--- src/rtl/ifd_pkg.sv ---
// How it works
// - Every instruction belongs to one of nine basic formats fixing field layout.
// - Mode is 2 bits; counter, number, condition, index fields are 4 bits.
// - Bits outside named fields are opcode bits selecting the operation.
// - One size bit selects word or byte operands.
// - Based-indexed addressing takes index register from the 4-bit index field.
// - Relative and based offsets come from a format-dependent displacement field; the code always uses bits 7:0.
// - Extension size depends on mode, immediate size and segmentation.
// - Mode 00 with source zero is immediate; word size adds one word.
// - Byte immediate is duplicated in both halves; either half serves.
// - Long immediate takes two words, high half first.
// - Mode 00 with nonzero source is register indirect, no extension.
// - Mode 01 with source zero is a direct address from extension words.
// - Mode 01 with nonzero source is indexed: extension base plus register.
// - Immediate data follows the address words for direct or indexed destinations.
// - Relative target is next instruction address plus displacement.
// - First format lengths are 2, 4 or 6 bytes by addressing mode.
// - Stack pointer is register 15 nonsegmented, pair 14 segmented.
// - Auto-increment adds operand size in bytes to the address register.
// - Auto-decrement subtracts operand size in bytes from the address register.
// - Size bit one means word, zero means byte.
package ifd_pkg;
	// =========================================================
	// Field positions
	localparam int MODE_HI = 15;
	localparam int MODE_LO = 14;
	localparam int SIZE_BIT = 8;
	localparam int SRC_HI = 7;
	localparam int SRC_LO = 4;
	localparam int DST_HI = 3;
	localparam int DST_LO = 0;
	localparam int IDX_HI = 11;
	localparam int IDX_LO = 8;
	localparam int DISP_HI = 7;
	localparam int DISP_LO = 0;
	localparam int SEG_LONG_BIT = 15;
	// =========================================================
	// Encodings
	localparam logic [1:0] MODE_IM_IR = 2'h0;
	localparam logic [1:0] MODE_DA_X = 2'h1;
	localparam logic [1:0] MODE_REG = 2'h2;
	localparam logic SIZE_WORD = 1'h1;
	localparam logic [3:0] STACK_POINTER_NS = 4'hf;
	localparam logic [3:0] STACK_POINTER_SEG = 4'he;
	localparam logic [2:0] LEN_SHORT = 3'h2;
	localparam logic [2:0] LEN_MID = 3'h4;
	localparam logic [2:0] LEN_LONG = 3'h6;
	localparam logic [15:0] PC_RESET = 16'h0000;
	// =========================================================
	// Addressing and format types
	typedef enum logic [3:0] {
		IFD_AM_REG = 4'h0,
		IFD_AM_IMM = 4'h1,
		IFD_AM_IND = 4'h2,
		IFD_AM_DIR = 4'h3,
		IFD_AM_IDX = 4'h4,
		IFD_AM_REL = 4'h5,
		IFD_AM_BAS = 4'h6,
		IFD_AM_BX = 4'h7
	} ifd_amode_t;
	typedef enum logic [3:0] {
		IFD_FMT1 = 4'h1, IFD_FMT2 = 4'h2, IFD_FMT3 = 4'h3,
		IFD_FMT4 = 4'h4, IFD_FMT5 = 4'h5, IFD_FMT6 = 4'h6,
		IFD_FMT7 = 4'h7, IFD_FMT8 = 4'h8, IFD_FMT9 = 4'h9
	} ifd_fmt_t;
	typedef enum logic [3:0] {
		IFD_ST_FIRST = 4'b0001,
		IFD_ST_ADDR = 4'b0010,
		IFD_ST_DATA = 4'b0100,
		IFD_ST_DONE = 4'b1000
	} ifd_state_t;
endpackage : ifd_pkg

--- src/rtl/ifd_decoder.sv ---
`timescale 1ns/1ps
module ifd_decoder
	import ifd_pkg::*;
(
	input wire logic CLK,
	input wire logic RST_B,
	input wire logic WORD_VALID,
	output logic WORD_READY,
	input wire logic [15:0] WORD,
	input wire logic [3:0] FORMAT,
	input wire logic SEGMENTED,
	input wire logic LONG_OPERAND,
	input wire logic DST_EXT,
	input wire logic [15:0] INSTR_ADDR,
	input wire logic [15:0] AUTO_ADDR,
	input wire logic AUTO_DOWN,
	output logic DEC_VALID,
	output logic [15:0] OPCODE_MASK,
	output logic [1:0] MODE,
	output logic [3:0] SRC_FIELD,
	output logic [3:0] DST_FIELD,
	output logic [3:0] INDEX_FIELD,
	output logic [3:0] CONDITION_FIELD,
	output logic [3:0] COUNT_FIELD,
	output logic [3:0] NUMBER_FIELD,
	output logic [7:0] DISPLACEMENT,
	output logic WORD_SIZE,
	output logic [3:0] ADDR_MODE,
	output logic [3:0] FORMAT_OUT,
	output logic [2:0] LENGTH,
	output logic SEGMENTED_LONG_OFFSET,
	output logic [31:0] ADDRESS,
	output logic [31:0] IMMEDIATE,
	output logic [15:0] REL_TARGET,
	output logic [3:0] STACK_POINTER_REG,
	output logic [15:0] AUTO_NEXT
);
	// =========================================================
	// State
	typedef struct packed {
		ifd_state_t st;
		logic [15:0] first;
		ifd_fmt_t fmt;
		logic seg;
		logic long_op;
		logic dst_ext;
		logic [15:0] pc;
		logic [1:0] addr_left;
		logic [1:0] data_left;
		logic [1:0] addr_got;
		logic [1:0] data_got;
		logic sl;
		logic [31:0] addr;
		logic [31:0] imm;
		ifd_amode_t am;
		logic [2:0] len;
	} ifd_regs_t;
	ifd_regs_t r;
	ifd_regs_t next_r;
	logic [1:0] w_mode;
	logic [3:0] w_src;
	logic w_size;
	logic [1:0] imm_words;
	logic [2:0] op_bytes;
	logic [15:0] step_out;
	ifd_fmt_t w_fmt;

	assign w_mode = WORD[MODE_HI:MODE_LO];
	assign w_src = WORD[SRC_HI:SRC_LO];
	assign w_size = WORD[SIZE_BIT];
	assign w_fmt = ifd_fmt_t'(FORMAT);
	// Immediate word count: long two, word or byte one
	assign imm_words = LONG_OPERAND ? 2'h2 : 2'h1;
	assign WORD_READY = (r.st != IFD_ST_DONE);

	// =========================================================
	// Next-state logic
	always_comb begin
		next_r = r;
		case (r.st)
			IFD_ST_FIRST: begin
				if (WORD_VALID) begin
					next_r.first = WORD;
					next_r.fmt = w_fmt;
					next_r.seg = SEGMENTED;
					next_r.long_op = LONG_OPERAND;
					next_r.dst_ext = DST_EXT;
					next_r.pc = INSTR_ADDR;
					next_r.addr = 32'h0;
					next_r.imm = 32'h0;
					next_r.addr_got = 2'h0;
					next_r.data_got = 2'h0;
					next_r.sl = 1'b0;
					next_r.addr_left = 2'h0;
					next_r.data_left = 2'h0;
					next_r.st = IFD_ST_DONE;
					next_r.len = LEN_SHORT;
					if (w_fmt != IFD_FMT1 && w_fmt != IFD_FMT2 && w_fmt != IFD_FMT6) begin
						next_r.am = (w_src == 4'h0) ? IFD_AM_REL : IFD_AM_BAS;
					end else begin
						case (w_mode)
							MODE_REG: begin
								next_r.am = IFD_AM_REG;
							end
							MODE_IM_IR: begin
								if (w_src == 4'h0) begin
									next_r.am = IFD_AM_IMM;
									next_r.data_left = imm_words;
									next_r.st = IFD_ST_DATA;
								end else begin
									next_r.am = IFD_AM_IND;
								end
							end
							MODE_DA_X: begin
								next_r.am = (w_src == 4'h0) ? IFD_AM_DIR : IFD_AM_IDX;
								next_r.addr_left = 2'h1;
								if (DST_EXT) begin
									next_r.data_left = imm_words;
								end
								next_r.st = IFD_ST_ADDR;
							end
							default: begin
								next_r.am = IFD_AM_BX;
							end
						endcase
					end
				end
			end
			IFD_ST_ADDR: begin
				if (WORD_VALID) begin
					if (r.addr_got == 2'h0) begin
						if (r.seg && WORD[SEG_LONG_BIT]) begin
							next_r.sl = 1'b1;
							next_r.addr_left = 2'h1;
							next_r.addr = {WORD, 16'h0};
						end else begin
							next_r.addr_left = 2'h0;
							next_r.addr = {16'h0, WORD};
						end
					end else begin
						next_r.addr = {r.addr[31:16], WORD};
						next_r.addr_left = 2'h0;
					end
					next_r.addr_got = r.addr_got + 2'h1;
					if (next_r.addr_left == 2'h0) begin
						next_r.st = (r.data_left != 2'h0) ? IFD_ST_DATA : IFD_ST_DONE;
					end
				end
			end
			IFD_ST_DATA: begin
				if (WORD_VALID) begin
					if (r.long_op) begin
						next_r.imm = {r.imm[15:0], WORD};
					end else if (r.first[SIZE_BIT] == SIZE_WORD) begin
						next_r.imm = {16'h0, WORD};
					end else begin
						next_r.imm = {24'h0, WORD[7:0]};
					end
					next_r.data_got = r.data_got + 2'h1;
					next_r.data_left = r.data_left - 2'h1;
					if (r.data_left == 2'h1) begin
						next_r.st = IFD_ST_DONE;
					end
				end
			end
			IFD_ST_DONE: begin
				next_r.st = IFD_ST_FIRST;
			end
			default: begin
				next_r.st = IFD_ST_FIRST;
			end
		endcase
		// Byte length: first word plus extension words
		next_r.len = 3'(LEN_SHORT + {next_r.addr_got, 1'b0} + {next_r.data_got, 1'b0});
		if (next_r.st == IFD_ST_FIRST) begin
			next_r.len = r.len;
		end
	end

	// =========================================================
	// State register
	always_ff @(posedge CLK or negedge RST_B) begin
		if (!RST_B) begin
			r <= '{st: IFD_ST_FIRST, first: 16'h0, fmt: IFD_FMT1, seg: 1'b0, long_op: 1'b0,
				dst_ext: 1'b0, pc: PC_RESET, addr_left: 2'h0, data_left: 2'h0,
				addr_got: 2'h0, data_got: 2'h0, sl: 1'b0, addr: 32'h0, imm: 32'h0,
				am: IFD_AM_REG, len: LEN_SHORT};
		end else begin
			r <= next_r;
		end
	end

	// =========================================================
	// Field outputs
	assign DEC_VALID = (r.st == IFD_ST_DONE);
	assign MODE = r.first[MODE_HI:MODE_LO];
	assign SRC_FIELD = r.first[SRC_HI:SRC_LO];
	assign DST_FIELD = r.first[DST_HI:DST_LO];
	assign INDEX_FIELD = r.first[IDX_HI:IDX_LO];
	assign CONDITION_FIELD = r.first[DST_HI:DST_LO];
	assign COUNT_FIELD = r.first[IDX_HI:IDX_LO];
	assign NUMBER_FIELD = r.first[DST_HI:DST_LO];
	assign DISPLACEMENT = r.first[DISP_HI:DISP_LO];
	assign WORD_SIZE = (r.first[SIZE_BIT] == SIZE_WORD);
	// Remaining bits are opcode
	assign OPCODE_MASK = (r.fmt == IFD_FMT1 || r.fmt == IFD_FMT2 || r.fmt == IFD_FMT6)
		? 16'h3e00 : 16'hfe00;
	assign ADDR_MODE = r.am;
	assign FORMAT_OUT = r.fmt;
	assign LENGTH = r.len;
	assign SEGMENTED_LONG_OFFSET = r.sl;
	assign ADDRESS = r.addr;
	assign IMMEDIATE = r.imm;
	// Next instruction address plus signed displacement
	assign REL_TARGET = r.pc + {13'h0, r.len}
		+ {{8{r.first[DISP_HI]}}, r.first[DISP_HI:DISP_LO]};
	assign STACK_POINTER_REG = SEGMENTED ? STACK_POINTER_SEG : STACK_POINTER_NS;
	assign op_bytes = LONG_OPERAND ? 3'h4 : (WORD_SIZE ? 3'h2 : 3'h1);
	assign AUTO_NEXT = step_out;

	ifd_addr_step u_step (
		.addr(AUTO_ADDR),
		.step(op_bytes),
		.down(AUTO_DOWN),
		.result(step_out)
	);

	// =========================================================
	// Checks
	a_reg_short: assert property (@(posedge CLK) disable iff (!RST_B)
		(r.st == IFD_ST_FIRST && WORD_VALID && w_mode == MODE_REG && w_fmt == IFD_FMT1)
		|=> (DEC_VALID && LENGTH == LEN_SHORT))
		else $error("register form not two bytes");
	a_imm_word: assert property (@(posedge CLK) disable iff (!RST_B)
		(r.st == IFD_ST_FIRST && WORD_VALID && w_fmt == IFD_FMT1 && w_mode == MODE_IM_IR
		&& w_src == 4'h0 && !LONG_OPERAND) |=> (r.st == IFD_ST_DATA && r.data_left == 2'h1))
		else $error("word immediate not one extension word");
	a_imm_len: assert property (@(posedge CLK) disable iff (!RST_B)
		(r.st == IFD_ST_DATA && WORD_VALID && r.am == IFD_AM_IMM && !r.long_op)
		|=> (DEC_VALID && LENGTH == LEN_MID))
		else $error("word immediate not four bytes");
	a_ind_noext: assert property (@(posedge CLK) disable iff (!RST_B)
		(r.st == IFD_ST_FIRST && WORD_VALID && w_fmt == IFD_FMT1 && w_mode == MODE_IM_IR
		&& w_src != 4'h0) |=> (DEC_VALID && ADDR_MODE == IFD_AM_IND))
		else $error("indirect took extension");
	a_long_len: assert property (@(posedge CLK) disable iff (!RST_B)
		(DEC_VALID && ADDR_MODE == IFD_AM_IMM && r.long_op) |-> (LENGTH == LEN_LONG))
		else $error("long immediate not six bytes");
	a_seg_long: assert property (@(posedge CLK) disable iff (!RST_B)
		(r.st == IFD_ST_ADDR && r.addr_got == 2'h0 && WORD_VALID && r.seg && WORD[SEG_LONG_BIT])
		|=> (SEGMENTED_LONG_OFFSET && r.st == IFD_ST_ADDR))
		else $error("long offset not detected");
	a_sp_select: assert property (@(posedge CLK) disable iff (!RST_B)
		STACK_POINTER_REG == (SEGMENTED ? 4'he : 4'hf))
		else $error("stack pointer wrong");
	a_byte_imm: assert property (@(posedge CLK) disable iff (!RST_B)
		(r.st == IFD_ST_DATA && WORD_VALID && !r.long_op && !r.first[SIZE_BIT])
		|=> (IMMEDIATE == {24'h0, $past(WORD[7:0])}))
		else $error("byte immediate wrong");
	a_auto_step: assert property (@(posedge CLK) disable iff (!RST_B)
		(AUTO_DOWN && !LONG_OPERAND && WORD_SIZE) |-> (AUTO_NEXT == 16'(AUTO_ADDR - 16'h2)))
		else $error("auto decrement wrong");
	a_rel_target: assert property (@(posedge CLK) disable iff (!RST_B)
		(DEC_VALID && ADDR_MODE == IFD_AM_REL && DISPLACEMENT == 8'h06)
		|-> (REL_TARGET == 16'(r.pc + 16'h8)))
		else $error("relative target wrong");
endmodule : ifd_decoder

--- src/rtl/ifd_addr_step.sv ---
`timescale 1ns/1ps
module ifd_addr_step
	import ifd_pkg::*;
(
	input wire logic [15:0] addr,
	input wire logic [2:0] step,
	input wire logic down,
	output logic [15:0] result
);
	// =========================================================
	// Address adjust by operand size
	always_comb begin
		if (down) begin
			result = addr - {13'h0000, step};
		end else begin
			result = addr + {13'h0000, step};
		end
	end
endmodule : ifd_addr_step

--- config.mk ---
export PLATFORM = sky130hd
export DESIGN_NAME = ifd_decoder
export DESIGN_NICKNAME = d
export VERILOG_FILES = /design/src/rtl/ifd_pkg.sv /design/src/rtl/ifd_decoder.sv /design/src/rtl/ifd_addr_step.sv
export SDC_FILE = /design/constraint.sdc
export NUM_CORES = 1
export LEC_CHECK = 0
export BUFFER_PORTS_ARGS = -buffer_cell sky130_fd_sc_hd__buf_2
export CAP_MARGIN = 5
export CORE_UTILIZATION = 30
export CTS_CLUSTER_SIZE = 24
export DETAILED_ROUTE_END_ITERATION = 16
export RECOVER_POWER = 100
export SYNTH_ARGS = -nofsm -noshare
export SYNTH_HDL_FRONTEND = slang
export SYNTH_SLANG_ARGS = --single-unit
--- constraint.sdc ---
create_clock -name CLK -period 5.6 [get_ports CLK]
set_input_delay 1.12 -clock CLK [delete_from_list [all_inputs] [get_ports CLK]]
set_output_delay 1.12 -clock CLK [all_outputs]
set_load 0.01 [all_outputs]
; Word level (Yosys, flattened, before mapping)
; Cells that the tools add are included.
[word_totals]
reg_bits = 121
latch_bits = 0
ramBits = 0
mem_bits_ro = 0
input_bits = 59
output_inout_bits = 165
word_cells = 108
mem_count = 0
[classes]
addsub = 9
n_mul = 0
div = 0
n_lt_le_gt_ge = 0
n_eq_ne = 20
n_shift = 0
muxes = 46
bitwise_logic = 0
reduce_logical = 17
[ops]
columns = cell, n
row1 = $mux W32, 4
row2 = $mux W123, 1
row3 = $pmux W33 S2, 1
row4 = $pmux W32 S2, 1
row5 = $mux W16, 3
row6 = $mux W4, 9
row7 = $mux W33, 1
row8 = $add A16 B3 Y16, 2
row9 = $mux W2, 12
row10 = $pmux W4 S3, 2
row11 = $add A16 B16 Y16, 1
row12 = $pmux W2 S2, 4
row13 = $sub A16 B3 Y16, 1
row14 = $eq A4 B1 Y1 const B, 3
row15 = $ne A2 B2 Y1 const B, 5
row16 = $eq A4 B2 Y1 const B, 2
row17 = $eq A4 B3 Y1 const B, 2
row18 = $pmux W4 S2, 1
row19 = $logic_not A2 Y1, 3
row20 = $mux W3, 2
row21 = $reduce_and A3 Y1, 2
row22 = $reduce_bool A2 Y1, 3
row23 = $mux W1, 5
row24 = $reduce_and A5 Y1, 1
row25 = other kinds (16), 21

; Depth between registers and ports, before layout
; Gate-level depths: netlist of run 1.
[depth]
depth_word = 10
ltp_mapped = 13
ltp_nobuf = 13

; Hierarchy
; Synthesis of run 1 repeated with hierarchy kept, for this count alone.
[hier_totals]
cells_unflattened = 805
hier_area_um2 = 7544.7
[modules_own_cells]
columns = mod, instances, cells_per_inst, area_per_inst_um2, seq_area_each_um2
row1 = ifd_decoder, 1, 674, 6608.8, 2906.5
row2 = ifd_addr_step, 1, 131, 935.9, 0.0

; Worst setup path after synthesis of run 1
; OpenSTA, ideal clock, no wires.
[synth_timing]
path_type = input -> output
startpoint = in LONG_OPERAND
endpoint = out AUTO_NEXT[13]
arrival_ns = 3.684
required_time_ns = 4.480
setup_slack_ns = 0.796
stages = 10
path_buffers = 0
cell_sequence = or2_2 > ha_1 > ha_1 > or2_2 > ha_1 > a21o_1 > or4_1 > nand2_1 > o21ai_1 > o311ai_1
[synth_between]
elab_chain_cells = 3
word_cells_on_any_way = 4
classes_between = add/sub: 2 / mux: 2
[synth_rtl]
columns = item, line
row1 = start: declaration, ifd_decoder.sv:12  ; input wire logic LONG_OPERAND,
row2 = $mux W3 *, ifd_decoder.sv:218  ; assign op_bytes = LONG_OPERAND ? 3'h4 : (WORD_SIZE ? 3'h2 : 3'h1);
row3 = $add A16 B3 Y16 / $sub A16 B3 Y16 (equally long branches), "ifd_addr_step.sv:16, ifd_addr_step.sv:14"
row4 = $mux W16 *, ifd_addr_step.sv:13  ; if (down) begin
row5 = end: declaration, ifd_decoder.sv:36  ; output logic [15:0] AUTO_NEXT
; Every way passes the cells marked *; elsewhere a longest branch is shown, timed or not.

; Worst setup path after layout of run 1
[layout_timing]
startpoint = in LONG_OPERAND
endpoint = out AUTO_NEXT[15]
; Same word-level chain as after synthesis.

==> results of run 1 <==
-- cell usage after synthesis, types with 4 or more instances --
| cell | number |
|---|---|
| o21ai_1 | 6 |
| fa_1 | 4 |
| clkbuf_1 | 19 |
| o21a_1 | 5 |
| xnor2_1 | 20 |
| xor2_1 | 8 |
| nor2b_1 | 9 |
| buf_4 | 128 |
| inv_1 | 24 |
| buf_2 | 5 |
| mux2i_1 | 4 |
| nand2_1 | 149 |
| a22o_1 | 55 |
| ha_1 | 51 |
| nor3_1 | 5 |
| a21o_1 | 9 |
| nand3_1 | 15 |
| o21ai_0 | 21 |
| nor2_1 | 21 |
| dfrtp_1 | 113 |
| a21oi_1 | 27 |
-- cells in the final DEF, fill, tap and decap left out, types with 15 or more instances in the layout --
| master | Yosys | final |
|---|---|---|
| a21oi_1 | 27 | 27 |
| a22o_1 | 55 | 55 |
| buf_2 | 5 | 63 |
| clkbuf_1 | 19 | 145 |
| clkbuf_16 | 0 | 17 |
| conb_1 | 2 | 19 |
| dfrtp_1 | 113 | 113 |
| ha_1 | 51 | 51 |
| inv_1 | 24 | 24 |
| nand2_1 | 149 | 149 |
| nand3_1 | 15 | 15 |
| nor2_1 | 21 | 22 |
| o21ai_0 | 21 | 25 |
| xnor2_1 | 20 | 20 |
-- cells by family after synthesis --
kind of cell | Yosys count
buffers and inverters | 177
multiplexers | 6
XOR/XNOR | 28
AND/OR/NAND/NOR | 226
flip-flops | 116
other | 2
AO/OA/AOI/OAI | 152
adder cells (fa/ha/maj) | 55
-- flip-flops by register name, summed over array words and instances (netlist names) --
register / flops
r: 28
MODE: 2
DISPLACEMENT: 4
CONDITION_FIELD: 4
IMMEDIATE: 32
LENGTH: 2
SEGMENTED_LONG_OFFSET: 1
COUNT_FIELD: 4
ADDRESS: 32
FORMAT_OUT: 4
ADDR_MODE: 3
-- per-stage QoR --
| stage | area, um^2 | util [%] | hold slack (ns) | cells | total power (W) |
|---|---|---|---|---|---|
| finish | 8044 | 34.17 | 0.4787 | 1187 | 0.003091 |
| CTS | 8267 | 35.11 | 0.4773 | 1187 | 0.003194 |
| floorplan | 7276 | - | 0.4469 | 779 | 0.001833 |
| global placement | 7690 | 32.66 | 0.4567 | 1155 | 0.002124 |
| detailed placement | 7690 | 32.66 | 0.4648 | 1155 | 0.002131 |
| global route | 8044 | 34.17 | 0.4887 | 1187 | 0.003298 |
-- how the worst max path moves through the flow --
stage                       startpoint            end  slack [ns]  cells past startpoint
after CTS                 LONG_OPERAND  AUTO_NEXT[15]        0.40                     13
after global placement    LONG_OPERAND  AUTO_NEXT[15]        0.48                     13
after detailed placement  LONG_OPERAND  AUTO_NEXT[15]        0.42                     13
after global routing             RST_B    ADDRESS[23]        0.12                      2
after floorplan           LONG_OPERAND  AUTO_NEXT[13]        0.80                     10
final                     LONG_OPERAND  AUTO_NEXT[15]        0.32                     14
-- area by class of cell --
type                            count  area [um^2]  area share (%)
Clock inverter                     13        123.9           1.540
Clock buffer                       19        452.9           5.631
Tap cell                          319        399.1           4.962
Inverter                           24        90.09           1.120
Sequential cell                   116         2907           36.13
Multi-Input combinational cell    486         3197           39.74
Timing Repair Buffer              210        874.6           10.87
-- power breakdown --
| part | total, W | switching (W) | internal (W) | leakage, nW |
|---|---|---|---|---|
| clock network | 0.00105 | 0.000409 | 0.000639 | 0.277 |
| logic | 0.00105 | 0.000637 | 0.000413 | 2.12 |
| registers | 0.000994 | 0.0000778 | 0.000916 | 1.54 |
| total | 0.00309 | 0.00112 | 0.00197 | 3.94 |
-- per-layer routing --
metal  GRT usage (%)  up-vias  wire length, um
met5               0        -                0
met4           4.253        0              235
met3           3.276       17             1032
met2           24.47      179             8578
met1           18.41     2571             7968
li1                -     2661                -
-- critical path, cell delays in order --
cell	delay, ns
clkbuf_1	0.15
or2_2	0.32
ha_1	0.28
mux2_1	0.33
inv_1	0.07
ha_1	0.21
nor2b_1	0.14
o31a_1	0.28
or4_1	0.44
nand2_1	0.12
o21ai_1	0.16
a21oi_1	0.24
xnor2_1	0.14
clkbuf_1	0.16
==> run_results.csv, run 1 <==
group,metric,value,unit
clock_tree,ctsHoldBuffers,0,
floorplan,initial_core_util,30.63,%
hold_path,hold_class,"reg -> reg",
synthesis,synth_fa_ha_area_share,9.958,%
route,dr.pass1.iters,4,
clock_tree,cts_sinks,116,
synthesis,yosysUniqueCellTypes,60,
timing,fin_ws,0.3223,ns
floorplan,die_area,24660,um^2
clock_tree,cts_inserted_buffers,17,
synthesis,synthXorXnorAreaFrac,3.400,%
setup_path,critPathKind,"in -> out",
finish,area_growth,11.54,%
clock_tree,cts_root_buf,"clkbuf_16",
synthesis,ys_seq_area_share,40.30,%
grt,grt_max_degree,77,
route,avgRoutedWirePerCell,15.01,um
floorplan,io_pins,224,
finish,fillers,2514,
power,p_per_area,384.3,nW/um^2
finish,insertedDiodeCount,0,
floorplan,die_h,157.0,um
timing,slew-limit-headroom,-176.8,%
clock_tree,htreeDepth,4,
finish,nNetsFinal,969,
clock_tree,path_clk_slew,0.06,ns
synthesis,synth_top_family_by_area,"buffers and inverters",
timing,min_period,5.278,ns
synthesis,synth_async_sr_flop_share,100.0,%
synthesis,syn-cell-area,7212,um^2
setup_path,worstReg2RegStart,"r[119]",
finish,drive_gt1_share,12.44,%
grt,grt_overflow,0,
synthesis,synth_edf_count,0,
synthesis,ys.flop_type,"dfrtp_1",
power,leakage,3.942,nW
placement,gp_congestion,0.8464,
route,postRouteAntennaNets,0,
clock_tree,clockBufferDepth,2,
route,drtIter0Drc,257,
setup_path,reg2regPathDepth,5,
setup_path,critPathCaptureType,"output pin",
run_status,status,"finished, violations left",
timing,hold_viol,0,
synthesis,synthMuxAreaShare,0.8675,%
setup_path,arrival,4.16,ns
grt,grt_pass1_wl,27430,um
synthesis,yosys.area_share.simple,14.12,%
synthesis,avgSynthCellArea,9.464,um^2
clock_tree,post_cts_buffers,0,
timing,slew_violations,181,
floorplan,die_w,157.0,um
floorplan,fp-row-count,56,
timing,rsz0062_at_grt,"false",
synthesis,yosys-top-cells-area,"dfrtp_1 (39%), buf_4 (13%), ha_1 (8.8%)",
timing,fin_worst_skew,0.01087,ns
hold_path,whs_endpoint,"r[80]",
grt,grt_pass1_vias,5109,
placement,pre_cts_ws,0.4214,ns
setup_path,cp_max_fo,6,
hold_path,holdPathStages,2,
timing,post-route-period-util,94.24,%
route,wl,17810,um
route,vias_per_cell,4.573,
timing,tns,0,ns
floorplan,coreArea,23540,um^2
setup_path,r2r-end,"r[77]",
synthesis,synth_area_leader_cell,"dfrtp_1",
placement,hpwlAfterDp,12820,um
grt,antenna_found_initial,0,
clock_tree,cts_tree,"done",
route,vias,5428,
grt,grt_usage,14.49,%
timing,tightest_slew,4.152,ns
hold_path,hold_start,"r[80]",
route,drcViolationCount,0,
clock_tree,post_cts_resized,0,
synthesis,yosys_warnings,0,
synthesis,syn_inst,762,
setup_path,worst_setup_path_start_kind,"primary input",
synthesis,synth_compound_area_share,15.28,%
timing,fmax,189.5,MHz
synthesis,synth-seq-cells,116,
timing,finalSetupViolations,0,
setup_path,ff2ff_setup_slack,1.79,ns
setup_path,cp.required,4.48,ns
run,maxCapViolations,5,
synthesis,yosysTopAreaCellShare,39.21,%
power,peakVddDrop,172.5,uV
placement,numPortBuffers,204,
clock_tree,clk_latency,0.42,ns
run_status,violations,"max-capacitance violations, max-slew violations",
Power figures use the tool's default switching activity.
==> run 2, diff against run 1 <==
--- a/config.mk
+++ b/config.mk
@@ -7,9 +7,10 @@
 export LEC_CHECK = 0
 export BUFFER_PORTS_ARGS = -buffer_cell sky130_fd_sc_hd__buf_2
 export CAP_MARGIN = 5
-export CORE_UTILIZATION = 30
+export CORE_UTILIZATION = 40
 export CTS_CLUSTER_SIZE = 24
 export DETAILED_ROUTE_END_ITERATION = 16
+export PLACE_DENSITY = 0.69
 export RECOVER_POWER = 100
 export SYNTH_ARGS = -nofsm -noshare
 export SYNTH_HDL_FRONTEND = slang
==> run_results.csv, run 2 (synthesis gave the netlist of run 1 again) <==
group,metric,value,unit
setup_path,critPathMaxStageDelay,0.38,ns
finish,area_growth,9.646,%
route,dr.pass1.iters,4,
timing,post-route-period-util,93.78,%
route,vias,5553,
timing,fmax,190.4,MHz
timing,tightest_slew,3.192,ns
grt,grt_overflow,0,
setup_path,critPathKind,"in -> out",
setup_path,critPathCaptureType,"output pin",
timing,min_period,5.251,ns
clock_tree,cts_inserted_buffers,17,
timing,hold_viol,0,
clock_tree,clockBufferDepth,2,
setup_path,cp_max_fo,7,
route,vias_per_cell,5.085,
placement,hpwlAfterDp,12210,um
clock_tree,path_clk_slew,0.05,ns
clock_tree,htreeDepth,4,
grt,grt_pass1_wl,26520,um
setup_path,cpMaxStageDelayCell,"ha_1",
route,wl,17140,um
run_status,violations,"max-capacitance violations, max-slew violations",
floorplan,coreArea,17480,um^2
finish,final_common_cell,"nand2_1",
timing,slew-limit-headroom,-112.8,%
finish,nNetsFinal,968,
placement,dp_cells,1060,
grt,antenna_found_initial,0,
setup_path,cpMostUsedCell,"ha_1",
clock_tree,post_cts_buffers,0,
finish,final_cell_count_no_fill,1092,
placement,placed_area,7562,um^2
floorplan,die_h,136.3,um
hold_path,hold_class,"reg -> reg",
setup_path,arrival,4.13,ns
clock_tree,cts_sinks,116,
finish,drive_gt1_share,12.46,%
timing,hold_slack,0.4755,ns
route,drtIter0Drc,308,
floorplan,initial_core_util,41.27,%
floorplan,die_w,136.3,um
clock_tree,ctsHoldBuffers,0,
grt,grt_pass1_vias,5142,
setup_path,path_delay_family,"compound AO/OA/AOI/OAI gates",
clock_tree,cts_tree,"done",
placement,numPortBuffers,204,
power,leakage,3.937,nW
route,drcViolationCount,0,
run_status,status,"finished, violations left",
setup_path,cp.required,4.48,ns
setup_path,worst_setup_path_start_kind,"primary input",
route,avgRoutedWirePerCell,15.69,um
timing,slew_violations,183,
timing,rsz0062_at_grt,"false",
timing,fin_worst_skew,0.006623,ns
floorplan,io_pins,224,
run,maxCapViolations,5,
clock_tree,cts_root_buf,"clkbuf_16",
grt,grt_max_degree,60,
setup_path,reg2regPathDepth,7,
clock_tree,clk_latency,0.42,ns
finish,postLayoutCellArea,7908,um^2
power,total_power,0.003071,W
finish,layout_common_cells,"nand2_1 (149), clkbuf_1 (146), dfrtp_1 (113), buf_2 (64), a22o_1 (55)",
power,peakVddDrop,246.6,uV
timing,finalSetupViolations,0,
floorplan,fp-row-count,48,
placement,gp_congestion,0.8679,
route,postRouteAntennaNets,0,
setup_path,cp.depth,14,
setup_path,crit_buf_inv,2,
hold_path,holdPathStages,2,
timing,tns,0,ns
clock_tree,post_cts_resized,0,
setup_path,crit_chain,"clkbuf_1 > or2_2 > ha_1 > ha_1 > or2_2 > ha_1 > o21a_1 > o31a_1 > nor3_1 > a211oi_1 > nand4_1 > a31oi_1 > o311a_1 > clkbuf_1",
grt,grt_usage,18.67,%
floorplan,die_area,18570,um^2
power,p_per_area,388.4,nW/um^2
finish,insertedDiodeCount,0,
## run 2: worst min-delay path, stage by stage, from the launching register on
cell and delay (ns):
dfrtp_1 0.34, nand2_1 0.04, o21ai_0 0.06
## run 2: cell type report
class | count | area [um^2]
clock inverters | 10 | 82.58
inverters | 24 | 90.09
flip-flops and latches | 116 | 2907
clock buffers | 22 | 474.2
fillers | 1771 | 9569
multi-input cells | 486 | 3207
repair buffers | 209 | 865.8
well taps | 225 | 281.5
## run 2: routing by layer
metal | part of all wire [%] | global-route usage [%] | up-vias
met3 | 4.9 | 3.878 | 31
met2 | 48 | 30.54 | 178
met5 | 0 | 0 | -
met4 | 2.2 | 7.778 | 0
li1 | - | - | 2665
met1 | 45 | 23.83 | 2679
## run 2: path summary, 6_finish.rpt
path | from | end | slack [ns]
worst max register to register | r[119] | LENGTH[2] | 1.52
max in group asynchronous | RST_B | ADDRESS[4] | 1.05
worst max-delay path | LONG_OPERAND | AUTO_NEXT[14] | 0.35
worst min register to register | ADDR_MODE[0] | ADDR_MODE[0] | 0.48
worst min-delay path | ADDR_MODE[0] | ADDR_MODE[0] | 0.48
min in group asynchronous | RST_B | r[88] | 1.75
## run 2: metrics by stage
step,worst slack [ns],util (%)
3_5_place_dp,0.4565,43.27
3_3_place_gp,0.5015,43.27
6_report,0.3485,45.25
2_1_floorplan,0.7957,-
5_1_grt,0.1813,45.25
4_1_cts,0.4342,46.46
## run 2: power by group
| group | leakage (nW) | total [W] | internal (W) | switching (W) |
|---|---|---|---|---|
| Sequential | 1.54 | 0.000992 | 0.000917 | 0.0000753 |
| Combinational | 2.12 | 0.00107 | 0.000417 | 0.000649 |
| Clock | 0.271 | 0.00101 | 0.000638 | 0.000374 |
| Total | 3.94 | 0.00307 | 0.00197 | 0.00110 |
==> run 3, diff against run 2 <==
--- a/config.mk
+++ b/config.mk
@@ -7,10 +7,12 @@
 export LEC_CHECK = 0
 export BUFFER_PORTS_ARGS = -buffer_cell sky130_fd_sc_hd__buf_2
 export CAP_MARGIN = 5
-export CORE_UTILIZATION = 40
+export CELL_PAD_IN_SITES_DETAIL_PLACEMENT = 1
+export CELL_PAD_IN_SITES_GLOBAL_PLACEMENT = 2
+export CORE_UTILIZATION = 31
 export CTS_CLUSTER_SIZE = 24
 export DETAILED_ROUTE_END_ITERATION = 16
-export PLACE_DENSITY = 0.69
+export PLACE_DENSITY = 0.85
 export RECOVER_POWER = 100
 export SYNTH_ARGS = -nofsm -noshare
 export SYNTH_HDL_FRONTEND = slang
==> constraint.sdc (replaced) <==
create_clock -name CLK -period 5.6 [get_ports CLK]
set_input_delay 1.12 -clock CLK [delete_from_list [all_inputs] [get_ports CLK]]
set_output_delay 1.12 -clock CLK [all_outputs]
set_load 0.005 [all_outputs]
==> run_results.csv, run 3 (synthesis gave the netlist of run 1 again) <==
group,metric,value,unit
route,wl,20330,um
clock_tree,post_cts_resized,0,
timing,finalSetupViolations,0,
clock_tree,htreeDepth,4,
clock_tree,clk_latency,0.41,ns
finish,drive_gt1_share,20.99,%
clock_tree,clockBufferDepth,2,
grt,grt_pass1_wl,32440,um
clock_tree,cts_sinks,116,
route,drcViolationCount,0,
hold_path,hold_class,"reg -> reg",
setup_path,crit_chain,"clkbuf_1 > or2_2 > ha_1 > mux2_1 > inv_1 > ha_1 > nor2b_1 > o31a_1 > or4_1 > nand2_1 > o21ai_1 > o311ai_0 > buf_2",
timing,slew_violations,185,
grt,grt_max_degree,64,
timing,min_period,5.245,ns
finish,insertedDiodeCount,0,
setup_path,cpMostUsedCell,"ha_1",
finish,final_cell_count_no_fill,1152,
floorplan,initial_core_util,31.76,%
finish,multi_input_area,3208,um^2
power,total_power,0.003134,W
setup_path,critPathMaxStageDelay,0.43,ns
grt,grt_overflow,0,
route,vias_per_cell,4.886,
clock_tree,ctsHoldBuffers,0,
clock_tree,cts_root_buf,"clkbuf_16",
route,vias,5629,
route,avgRoutedWirePerCell,17.64,um
power,peakVddDrop,135.7,uV
clock_tree,cts_inserted_buffers,17,
clock_tree,cts_tree,"done",
timing,hold_viol,0,
setup_path,cp.required,4.48,ns
run_status,violations,"max-capacitance violations, max-slew violations",
floorplan,die_w,154.5,um
timing,tightest_slew,3.645,ns
grt,antenna_found_initial,0,
run_status,status,"finished, violations left",
finish,fillers,2727,
clock_tree,path_clk_slew,0.05,ns
placement,gp_congestion,0.8521,
grt,grt_pass1_vias,5775,
placement,pre_cts_ws,0.4013,ns
finish,area_growth,12.79,%
power,p_per_area,385.3,nW/um^2
route,drtIter0Drc,210,
setup_path,critPathKind,"in -> out",
timing,fmax,190.6,MHz
placement,dp_cells,1120,
grt,grt_usage,17.55,%
floorplan,die_h,154.5,um
route,postRouteAntennaNets,0,
run,maxCapViolations,4,
finish,layout_common_cells,"nand2_1 (149), buf_2 (126), dfrtp_1 (113), clkbuf_1 (71), a22o_1 (55)",
setup_path,worst_setup_path_start_kind,"primary input",
power,leakage,4.223,nW
finish,nNetsFinal,968,
placement,numPortBuffers,204,
floorplan,fp-row-count,55,
setup_path,cpMaxStageDelayCell,"or4_1",
floorplan,die_area,23880,um^2
floorplan,coreArea,22710,um^2
timing,slew-limit-headroom,-143.0,%
clock_tree,post_cts_buffers,0,
timing,post-route-period-util,93.67,%
setup_path,cp_max_fo,6,
setup_path,arrival,4.13,ns
timing,rsz0062_at_grt,"false",
placement,hpwlAfterDp,14870,um
timing,fin_ws,0.3546,ns
finish,final_common_cell,"nand2_1",
timing,hold_slack,0.4735,ns
setup_path,critPathCaptureType,"output pin",
timing,fin_worst_skew,0.009889,ns
route,dr.pass1.iters,4,
floorplan,io_pins,224,
timing,tns,0,ns
finish,regArea,2907,um^2
## run 3: final cells by class
cell class	instances	share of cell area (%)
well taps	285	4.384
clock inverters	11	1.846
inverters	24	1.108
multi-input cells	486	39.44
flip-flops and latches	116	35.73
clock buffers	21	5.661
repair buffers	209	11.83
## run 3: worst paths after layout
kind                            cells past startpoint         start  slack (ns)              to
worst min-delay path                                2       MODE[1]        0.47         MODE[1]
max in group asynchronous                           2         RST_B        1.43   IMMEDIATE[19]
min in group asynchronous                           1         RST_B        1.97      ADDRESS[2]
worst min register to register                      2       MODE[1]        0.47         MODE[1]
worst max-delay path                               13  LONG_OPERAND        0.35   AUTO_NEXT[13]
worst max register to register                      5        r[119]        2.54  COUNT_FIELD[0]
## run 3: critical path, delay by kind of cell
family,cells,cell delay [ns]
compound gates,3,0.77
fa+ha+maj,2,0.49
buf+inv,3,0.39
mux,1,0.33
simple gates,4,1.01
## run 3: metrics by stage
step	util [%]	instance area [um^2]
final	35.82	8134
after global routing	35.82	8134
after CTS	36.33	8250
after detailed placement	33.64	7640
after global placement	33.64	7640
after floorplan	-	7276
## run 3: routing by layer
| metal | vias up | track usage, % | wire [um] |
|---|---|---|---|
| met2 | 173 | 28.29 | 9346 |
| met1 | 2781 | 23.68 | 9776 |
| met5 | - | 0 | 0 |
| met4 | 0 | 5.658 | 322 |
| met3 | 18 | 3.306 | 880 |
| li1 | 2657 | - | - |
## run 3: power breakdown
part           leakage, nW  internal, W  switching (W)
logic                 2.38     0.000449       0.000568
clock network        0.294     0.000726       0.000398
registers             1.54     0.000916      0.0000780
